## config.mk

```make
export PLATFORM = sky130hd
export DESIGN_NAME = periph_irq_enable
export DESIGN_NICKNAME = d
export VERILOG_FILES = /design/src/common/periph_irq_pkg.sv /design/src/logic/periph_irq_enable.sv
export SDC_FILE = /design/constraint.sdc
export NUM_CORES = 1
export LEC_CHECK = 0
export ABC_AREA = 1
export BUFFER_PORTS_ARGS = -buffer_cell sky130_fd_sc_hd__buf_2
export CORE_ASPECT_RATIO = 0.5
export CORE_MARGIN = 2
export CORE_UTILIZATION = 40
export CTS_BUF_LIST = sky130_fd_sc_hd__clkbuf_16
export DETAILED_ROUTE_END_ITERATION = 8
export GPL_ROUTABILITY_DRIVEN = 0
export HOLD_SLACK_MARGIN = 0.1
export PLACE_DENSITY = 0.86
export SLEW_MARGIN = 20
export SYNTH_ARGS = -nofsm -noshare
export SYNTH_HDL_FRONTEND = slang
export SYNTH_SLANG_ARGS = --single-unit
```

## constraint.sdc

```tcl
create_clock -name core_clk -period 1.65 [get_ports core_clk]
set_input_delay 0.165 -clock core_clk [delete_from_list [all_inputs] [get_ports core_clk]]
set_output_delay 0.165 -clock core_clk [all_outputs]
set_load 0.02 [all_outputs]
```

## src/common/periph_irq_pkg.sv

```systemverilog
package periph_irq_pkg;

  // ----------------------------------------------------------------
  // register map
  // ----------------------------------------------------------------
  localparam logic [11:0] ADDR_ENABLE_1   = 12'h000; // peripheral_interrupt_enable_1
  localparam logic [11:0] ADDR_CONTROL    = 12'h004; // global enables
  localparam logic [11:0] ADDR_STATUS     = 12'h008; // sticky events, write one to clear
  localparam logic [11:0] ADDR_MASK       = 12'h00C; // event mask
  localparam logic [11:0] ADDR_PENDING    = 12'h010; // live gated request view

  // ----------------------------------------------------------------
  // enable register fields
  // ----------------------------------------------------------------
  localparam int BIT_TIMER1_GATE   = 7;
  localparam int BIT_ADC_DONE      = 6;
  localparam int BIT_SERIAL_RX     = 5;
  localparam int BIT_SERIAL_TX     = 4;
  localparam int BIT_SYNC_SERIAL   = 3;
  localparam int BIT_UNUSED        = 2;
  localparam int BIT_TIMER2_MATCH  = 1;
  localparam int BIT_TIMER1_OVF    = 0;
  localparam logic [7:0] ENABLE_IMPL_MASK = 8'hFB;
  localparam logic [7:0] ENABLE_RESET     = 8'h00;

  // control register fields
  localparam int BIT_PERIPH_GLOBAL = 0;
  localparam int BIT_GLOBAL        = 1;
  localparam logic [1:0] CONTROL_RESET = 2'h0;

  // status/mask fields
  localparam int BIT_EV_RISE = 0; // processor request rose
  localparam int BIT_EV_FALL = 1; // processor request fell
  localparam logic [1:0] STATUS_RESET = 2'h0;
  localparam logic [1:0] MASK_RESET   = 2'h0;

  // ----------------------------------------------------------------
  // bus encodings
  // ----------------------------------------------------------------
  localparam logic [1:0] HTRANS_IDLE   = 2'h0;
  localparam logic [1:0] HTRANS_NONSEQ = 2'h2;
  localparam logic [2:0] HSIZE_WORD    = 3'h2;

  typedef struct packed {
    logic [1:0]  htrans;
    logic [31:0] haddr;
    logic        hwrite;
    logic [2:0]  hsize;
    logic        hsel;
    logic        hready;
  } ahb_req_t;

  typedef struct packed {
    logic [31:0] hrdata;
    logic        hreadyout;
    logic        hresp;
  } ahb_rsp_t;

endpackage

```

## src/logic/periph_irq_enable.sv

```systemverilog
`timescale 1ns/1ps
// Behaviour
// - bit 7 set lets the timer1 gate event interrupt; clear blocks it.
// - bit 5 set lets the serial receive interrupt through; clear blocks it.
// - bit 4 set lets the serial transmit interrupt through; clear blocks it.
// - bit 3 set lets the sync serial port interrupt through; clear blocks it.
// - bit 2 has no storage: reads zero, writes ignored.
// - bit 1 set lets the timer2 period match interrupt through.
// - bit 0 set lets the timer1 overflow interrupt through.
module periph_irq_enable
  import periph_irq_pkg::*;
(
  // clock and reset
  input  wire logic                     core_clk,
  input  wire logic                     sys_rst,
  // ahb-lite slave
  input  wire periph_irq_pkg::ahb_req_t busReq,
  input  wire logic [31:0]              hwdata,
  output periph_irq_pkg::ahb_rsp_t      busRsp,
  // peripheral flags, bit positions as the enable register
  input  wire logic [7:0]               periphFlags,
  // gated requests
  output logic [7:0]                    periphReq,
  output logic                          cpuIrq,
  output logic                          irq
);
  import periph_irq_pkg::*;

  // ----------------------------------------------------------------
  // state
  // ----------------------------------------------------------------
  logic [7:0]  enable_q, enable_d;
  logic [1:0]  control_q, control_d;
  logic [1:0]  status_q, status_d;
  logic [1:0]  mask_q, mask_d;
  logic        wrPend_q;
  logic [11:0] wrAddr_q;
  logic [31:0] rdData_q;
  logic [7:0]  periphReq_q;
  logic        cpuIrq_q;
  logic        irq_q;

  // ----------------------------------------------------------------
  // address phase decode
  // ----------------------------------------------------------------
  wire        addrValid = busReq.hsel && busReq.hready && (busReq.htrans == HTRANS_NONSEQ);
  wire [11:0] addrOff   = busReq.haddr[11:0];
  wire        rdAccept  = addrValid && !busReq.hwrite;
  wire        wrAccept  = addrValid && busReq.hwrite;

  // data phase write strobes
  wire wrEnable  = wrPend_q && (wrAddr_q == ADDR_ENABLE_1);
  wire wrControl = wrPend_q && (wrAddr_q == ADDR_CONTROL);
  wire wrStatus  = wrPend_q && (wrAddr_q == ADDR_STATUS);
  wire wrMask    = wrPend_q && (wrAddr_q == ADDR_MASK);

  // ----------------------------------------------------------------
  // gating
  // ----------------------------------------------------------------
  // one gate per source; bit 2 has no flop so it can never pass
  wire [7:0] gated = periphFlags & enable_q & ENABLE_IMPL_MASK;
  wire       anyPeriph = |gated;
  wire       cpuLevel  = anyPeriph && control_q[BIT_PERIPH_GLOBAL]
                         && control_q[BIT_GLOBAL];
  wire       evRise    = cpuLevel && !cpuIrq_q;
  wire       evFall    = !cpuLevel && cpuIrq_q;
  wire [1:0] events    = {evFall, evRise};

  // next values: write-one-to-clear, a new event wins over the clear
  assign enable_d  = wrEnable ? (hwdata[7:0] & ENABLE_IMPL_MASK) : enable_q;
  assign control_d = wrControl ? hwdata[1:0] : control_q;
  assign status_d  = (status_q & ~(wrStatus ? hwdata[1:0] : 2'h0)) | events;
  assign mask_d    = wrMask ? hwdata[1:0] : mask_q;

  // read mux, unmapped addresses read zero
  wire [31:0] rdMux =
      (addrOff == ADDR_ENABLE_1) ? {24'h000000, enable_q & ENABLE_IMPL_MASK} :
      (addrOff == ADDR_CONTROL)  ? {30'h00000000, control_q} :
      (addrOff == ADDR_STATUS)   ? {30'h00000000, status_q} :
      (addrOff == ADDR_MASK)     ? {30'h00000000, mask_q} :
      (addrOff == ADDR_PENDING)  ? {24'h000000, gated} :
                                   32'h00000000;

  // ----------------------------------------------------------------
  // registers
  // ----------------------------------------------------------------
  // register file, all cleared by reset
  always_ff @(posedge core_clk) begin
    if (sys_rst) begin
      enable_q  <= ENABLE_RESET;
      control_q <= CONTROL_RESET;
      status_q  <= STATUS_RESET;
      mask_q    <= MASK_RESET;
    end else begin
      enable_q  <= enable_d;
      control_q <= control_d;
      status_q  <= status_d;
      mask_q    <= mask_d;
    end
  end

  // bus phase tracking; zero wait states, so hreadyout stays high
  always_ff @(posedge core_clk) begin
    if (sys_rst) begin
      wrPend_q <= 1'b0;
      wrAddr_q <= 12'h000;
      rdData_q <= 32'h00000000;
    end else begin
      wrPend_q <= wrAccept;
      wrAddr_q <= addrOff;
      rdData_q <= rdAccept ? rdMux : 32'h00000000;
    end
  end

  // registered outputs; the request lags the flags by one cycle
  always_ff @(posedge core_clk) begin
    if (sys_rst) begin
      periphReq_q <= 8'h00;
      cpuIrq_q    <= 1'b0;
      irq_q       <= 1'b0;
    end else begin
      periphReq_q <= gated;
      cpuIrq_q    <= cpuLevel;
      irq_q       <= |(status_d & mask_d);
    end
  end

  assign busRsp.hrdata    = rdData_q;
  assign busRsp.hreadyout = 1'b1;
  assign busRsp.hresp     = 1'b0;
  assign periphReq        = periphReq_q;
  assign cpuIrq           = cpuIrq_q;
  assign irq              = irq_q;

endmodule

```

==> impl_metrics.env, run 1 <==
export IMPL_vias_per_cell=4.46
export IMPL_setup_violations=0
export IMPL_cts_resized_gates=0
export IMPL_worst_setup_path_startpoint="wrAddr_q[9]$_SDFF_PP0_"
export IMPL_io_buffers=48
export IMPL_ys_async_sr_fraction_pct=0
export IMPL_whs_endpoint="wrAddr_q[8]$_SDFF_PP0_"
export IMPL_worst_setup_path_type="reg -> reg"
export IMPL_preCtsSetupSlack_ns=0.262
export IMPL_start_util_pct=43.1
export IMPL_static_leakage_uw=0.00106
export IMPL_power_density_mw_per_mm2=990
export IMPL_p_int_uw=1790
export IMPL_swShare_pct=22.4
export IMPL_grt_start_max_net_pins=17
export IMPL_layout_drive_gt1_share_pct=26.8
export IMPL_diodes=0
export IMPL_postRouteAntennaNets=0
export IMPL_max_frequency_mhz=691
export IMPL_cts_buffers_inserted=5
export IMPL_placement_rows=17
export IMPL_yosysWarningCount=0
export IMPL_drt_iter0_markers=54
export IMPL_numClockSinks=42
export IMPL_status="finished clean"
export IMPL_clock_skew_after_layout_ns=0.00410
export IMPL_rr_endpoint="enable_q[3]$_SDFFE_PP0P_"
export IMPL_setup_total_negative_slack_ns=0
export IMPL_whs_ns=0.103
export IMPL_synth_avg_cell_area_um2=7.94
export IMPL_syn_cell_area_mm2=0.00196
export IMPL_synth_cells=247
export IMPL_antenna_violations_before_repair=0
export IMPL_seq_area_frac_synth_pct=42.9
export IMPL_finalNetCount=379
export IMPL_cts_repair_timing_setup_buffer_count=0
export IMPL_cts_max_path_buffers=2
export IMPL_dieArea_mm2=0.00551
export IMPL_net_switching_power_uw=515
export IMPL_drt_pre_antenna_iters=4
export IMPL_synth_edff_count=0
export IMPL_post_route_drc_count=0
export IMPL_min_delay_start="busReq[14]"
export IMPL_logic_pwr_share_pct=7.9
export IMPL_clk_latency_ns=0.28
export IMPL_average_detailed_routed_wire_length_per_instance_um=11.1
export IMPL_hpwlAfterDp_mm=2.94
export IMPL_critical_path_arrival_ns=1.61
export IMPL_hold_depth=3
export IMPL_seqCellArea_um2=841
export IMPL_grt_pass1_wl_mm=6.62
export IMPL_worstSetupEndpointType="register"
export IMPL_post_synth_xor_xnor_area_pct=0
export IMPL_worst_setup_hold_path_clk_slew_ns=0.06
export IMPL_placeableCoreArea_mm2=0.00455
export IMPL_netlist_cell_types=29
export IMPL_timing_critical_path_from_type="register"
export IMPL_rrSetupSlack_ns=0.20
export IMPL_multi_input_area_um2=850
export IMPL_timing_hold_violations_final=0
export IMPL_clkPwrFrac_pct=47.0
export IMPL_dieWidth_um=103
export IMPL_r2r_start="wrAddr_q[9]$_SDFF_PP0_"
export IMPL_num_io_pins=126
export IMPL_combinational_family_with_the_most_area_after_synthesis="simple AND/OR/NAND/NOR gates"
export IMPL_crit_fanout=14
export IMPL_worst_reg2reg_path_length_in_cells=6
export IMPL_first_global_vias=1574
export IMPL_crit_required_ns=1.81
export IMPL_rsz0062_at_grt="false"
export IMPL_clock_tree_root_driver_cell="sky130_fd_sc_hd__clkbuf_16"
export IMPL_ir_drop_uv=410
export IMPL_post_cts_hold_buffer_count=0
export IMPL_synth_compound_gate_area_share_pct=12.0
export IMPL_wirelength_mm=4.04
export IMPL_global_route_overflow_total=0
export IMPL_cts_tree="built"
export IMPL_cts_max_level=2
export IMPL_synth_mux_area_share_pct=0
export IMPL_fillerInstances=410
export IMPL_synth_top_flop_cell="sky130_fd_sc_hd__dfxtp_1"
export IMPL_areaGrowthSynthToFinish_pct=18.4
export IMPL_global_route_usage_total_pct=16.0
export IMPL_timing_final_max_slew_violations=0
export IMPL_yosys_area_share_adder_pct=0
export IMPL_post_synth_and_or_nand_nor_area_fraction_pct=26.0
export IMPL_max_capacitance_violation_count=0
export IMPL_die_height_um=53.5
export IMPL_finalCritPeriodShare_pct=87.8
export IMPL_final_setup_worst_slack_ns=0.202
export IMPL_hold_class="in -> reg"
export IMPL_synth_seq_cells=42
export IMPL_final_period_minus_worst_setup_slack_ns=1.45
export IMPL_p_seq_share_pct=45.1
export IMPL_route_vias_total=1622
export IMPL_p_total_uw=2300
## state kept, by name (all words and copies together), names as in the netlist
signal     cells
enable_q       7
periphReq      7
mask_q         2
wrPend_q       1
status_q       2
rdData_q       7
wrAddr_q      12
irq            1
control_q      2
cpuIrq         1
## worst max-delay path by stage
| stage | to | slack, ns | depth (start not counted) |
|---|---|---|---|
| finish | enable_q[3]$_SDFFE_PP0P_ | 0.20 | 6 |
| global route | enable_q[1]$_SDFFE_PP0P_ | 0.05 | 6 |
| CTS | enable_q[3]$_SDFFE_PP0P_ | 0.23 | 6 |
| detailed placement | enable_q[0]$_SDFFE_PP0P_ | 0.26 | 6 |
| global placement | enable_q[0]$_SDFFE_PP0P_ | 0.29 | 6 |
| floorplan | mask_q[1]$_SDFF_PP0_ | 0.47 | 6 |
## layout by cell type, fill, tap and decap left out, types with 2 or more instances in the layout
cell	netlist	final
sky130_fd_sc_hd__a211oi_2	5	5
sky130_fd_sc_hd__a21oi_1	12	12
sky130_fd_sc_hd__a21oi_2	2	2
sky130_fd_sc_hd__and3_1	2	2
sky130_fd_sc_hd__buf_2	1	48
sky130_fd_sc_hd__clkbuf_16	0	5
sky130_fd_sc_hd__conb_1	2	28
sky130_fd_sc_hd__dfxtp_1	42	42
sky130_fd_sc_hd__inv_1	33	34
sky130_fd_sc_hd__inv_2	3	3
sky130_fd_sc_hd__nand2_1	31	31
sky130_fd_sc_hd__nand2_2	2	2
sky130_fd_sc_hd__nand3_1	10	10
sky130_fd_sc_hd__nand3_2	3	3
sky130_fd_sc_hd__nand3b_1	2	2
sky130_fd_sc_hd__nand4_1	5	5
sky130_fd_sc_hd__nor2_1	31	31
sky130_fd_sc_hd__nor2_2	3	3
sky130_fd_sc_hd__nor2_4	4	4
sky130_fd_sc_hd__nor3_1	3	3
sky130_fd_sc_hd__o211ai_1	4	4
sky130_fd_sc_hd__o21ai_0	10	10
sky130_fd_sc_hd__o21bai_1	2	2
## metal layers
layer	part of all wire [%]	vias to the layer above	GRT usage [%]	wire, µm
met5	0	-	0	0
met4	1.7	0	7.02	70
met3	8.3	9	4.76	335
met2	48	62	28.5	1960
met1	42	725	18.2	1680
li1	-	826	-	-
## worst max-delay path, stage by stage (launching register included)
cell	delay [ns]
sky130_fd_sc_hd__dfxtp_1	0.30
sky130_fd_sc_hd__nor2_1	0.10
sky130_fd_sc_hd__nand2_1	0.10
sky130_fd_sc_hd__nor2_4	0.22
sky130_fd_sc_hd__nand3_2	0.26
sky130_fd_sc_hd__o21ai_0	0.28
sky130_fd_sc_hd__a21oi_1	0.06
## power by group through the flow
stage	clock network (µW)	logic (µW)	registers [µW]
final	1080	181	1040
after global placement	0	174	1060
after detailed placement	0	178	1060
after global routing	1150	201	1040
after CTS	1100	179	1040
after floorplan	0	168	1060
## stage by stage
step	utilization, %	std cells	cell area (µm²)
after floorplan	-	273	2060
after CTS	51.0	364	2320
after global placement	47.4	356	2160
after detailed placement	47.4	356	2160
final	51.0	364	2320
after global routing	51.0	364	2320
## synth_stat cells, drive strengths merged (2+ instances only)
cell	number	area [µm²]
nand4	5	31.3
conb	2	7.51
and3	2	12.5
o21ai	10	50.1
nand3b	2	15.0
nor2	38	180
nand3	14	97.6
o21bai	2	15.0
dfxtp	42	841
a211oi	5	62.6
inv	36	135
o211ai	4	30.0
nor3	4	31.3
buf	32	234
nand2	33	129
a21oi	14	77.6
## logic make-up after synthesis
kind of cell	Yosys count
compound gates	35
buf+inv	68
flops	42
other cells	2
simple gates	100
## cell type report
class / instances / area share [%]
tap: 66 / 3.56
inverter: 36 / 5.82
sequential: 42 / 36.2
clock inverter: 3 / 1.78
clock buffer: 5 / 5.39
multi-input combinational: 163 / 36.6
timing repair buffer: 49 / 10.7
No activity file was read; power rests on OpenSTA's default activity.
==> run 2: changes to the inputs <==
Settings changed: PLACE_DENSITY 0.86 to not set, PLACE_DENSITY_LB_ADDON set to 0.1.
==> impl_metrics.env, run 2 (synthesized netlist as in run 1, its figures left out) <==
export IMPL_cts_tree="built"
export IMPL_layout_cells_most_common_list="sky130_fd_sc_hd__buf_2 (48), sky130_fd_sc_hd__dfxtp_1 (42), sky130_fd_sc_hd__inv_1 (33), sky130_fd_sc_hd__nor2_1 (31), sky130_fd_sc_hd__nand2_1 (31)"
export IMPL_die_height_um=53.5
export IMPL_worst_setup_path_startpoint="busReq[6]"
export IMPL_io_buffers=48
export IMPL_post_route_util_pct=51.6
export IMPL_worst_setup_hold_path_clk_slew_ns=0.06
export IMPL_static_leakage_uw=0.00107
export IMPL_drt_iter0_markers=53
export IMPL_grt_pass1_wl_mm=6.51
export IMPL_power_density_mw_per_mm2=940
export IMPL_diodes=0
export IMPL_clk_latency_ns=0.29
export IMPL_first_global_vias=1451
export IMPL_wirelength_mm=4.12
export IMPL_post_route_drc_count=0
export IMPL_final_period_minus_worst_setup_slack_ns=1.52
export IMPL_route_vias_total=1612
export IMPL_worstSetupEndpointType="register"
export IMPL_timing_final_max_slew_violations=0
export IMPL_r2r_start="wrAddr_q[11]$_SDFF_PP0_"
export IMPL_antenna_violations_before_repair=0
export IMPL_finalNetCount=384
export IMPL_critical_path_max_stage_delay_ns=0.54
export IMPL_cts_buffers_inserted=5
export IMPL_grt_start_max_net_pins=26
export IMPL_clock_tree_root_driver_cell="sky130_fd_sc_hd__clkbuf_16"
export IMPL_average_detailed_routed_wire_length_per_instance_um=11.2
export IMPL_dieArea_mm2=0.00551
export IMPL_areaGrowthSynthToFinish_pct=19.7
export IMPL_hpwlAfterDp_mm=3.11
export IMPL_max_frequency_mhz=658
export IMPL_clock_skew_after_layout_ns=0.00615
export IMPL_hold_class="in -> reg"
export IMPL_largest_reg_by_ff_count="wrAddr_q"
export IMPL_worst_path_max_delay_cell="sky130_fd_sc_hd__dlygate4sd3_1"
export IMPL_cts_max_level=2
export IMPL_min_delay_start="busReq[14]"
export IMPL_most_common_cell_after_layout_fill_and_taps_aside="sky130_fd_sc_hd__buf_2"
export IMPL_global_route_overflow_total=0
export IMPL_max_capacitance_violation_count=0
export IMPL_cts_max_path_buffers=2
export IMPL_placement_rows=17
export IMPL_cell_chain_of_the_critical_path="dlygate4sd3_1 > buf_2 > inv_2 > nand2_2 > nor2_4 > inv_2 > nor2_4 > nand3b_1 > nand2_1 > nand2_1 > a21oi_2"
export IMPL_critical_path_arrival_ns=1.74
export IMPL_rsz0062_at_grt="false"
export IMPL_placeableCoreArea_mm2=0.00455
export IMPL_cts_resized_gates=0
export IMPL_crit_required_ns=1.87
export IMPL_timing_critical_path_from_type="primary input"
export IMPL_crit_fanout=7
export IMPL_postRouteAntennaNets=0
export IMPL_timing_hold_violations_final=0
export IMPL_worst_setup_path_type="in -> reg"
export IMPL_setup_violations=0
export IMPL_num_io_pins=126
export IMPL_status="finished clean"
export IMPL_drt_pre_antenna_iters=4
export IMPL_layout_drive_gt1_share_pct=27.7
export IMPL_vias_per_cell=4.37
export IMPL_setup_total_negative_slack_ns=0
export IMPL_ir_drop_uv=423
export IMPL_finalCritPeriodShare_pct=92.1
export IMPL_start_util_pct=43.1
export IMPL_dieWidth_um=103
export IMPL_number_of_flip_flops_in_the_largest_register=12
export IMPL_numClockSinks=42
export IMPL_global_route_usage_total_pct=16.1
==> run 2: changes by cell type in the layout (fill, tap and decap cells not counted), sizes merged <==
cell	delta
dlygate4sd3	+2
clkinv	+1
bufinv	-1
buf	+3
==> run 2: worst paths after layout <==
check | endpoint | slack [ns] | cells past startpoint
setup reg to reg | enable_q[5]$_SDFFE_PP0P_ | 0.27 | 6
hold reg to reg | periphReq[5]$_SDFF_PP0_ | 0.45 | 2
hold / removal | wrAddr_q[8]$_SDFF_PP0_ | 0.10 | 3
setup / recovery | rdData_q[0]$_SDFF_PP0_ | 0.13 | 11
==> run 2: stage by stage <==
step                worst slack [ns]  instances  area (µm²)  hold slack, ns  power (µW)
global placement               0.282        357        2160           0.390        1240
global route                  0.0195        369        2350           0.105        2300
floorplan                      0.473        273        2060           0.272        1230
CTS                            0.104        367        2330           0.102        2230
detailed placement             0.275        357        2160           0.388        1240
finish                         0.130        369        2350           0.102        2210
==> run 2: where the power goes <==
group | internal (µW) | switching (µW)
clock network | 568 | 415
logic | 55.1 | 134
registers | 1030 | 6.69
==> run 2: repair_timing <==
action / 4_1_cts / 5_1_grt
endpoints found under the setup margin: 0 / 2
buffers inserted: 0 / 2
hold buffers: 2 / 0
endpoints found under the hold margin: 2 / 0
==> run 2: layout make-up <==
cell class,instances,area (µm²)
Tap cell,66,82.6
Clock buffer,5,125
Timing Repair Buffer,54,290
Multi-Input combinational cell,163,850
Fill cell,478,2200
Inverter,36,135
Sequential cell,42,841
Clock inverter,3,25.0
==> run 2: routing by layer <==
layer	global-route usage (%)	up-vias	routed length, µm	share of wire [%]
li1	-	835	-	-
met1	20.0	717	1980	48
met2	27.3	55	1850	45
met3	4.10	5	248	6.0
met4	6.58	0	43	1.0
met5	0	-	0	0
==> run 2: critical path, delay by kind of cell <==
| kind | cells | cell delay, ns |
|---|---|---|
| AO/OA/AOI/OAI | 1 | 0.10 |
| buffers and inverters | 4 | 0.78 |
| AND/OR/NAND/NOR | 6 | 0.69 |
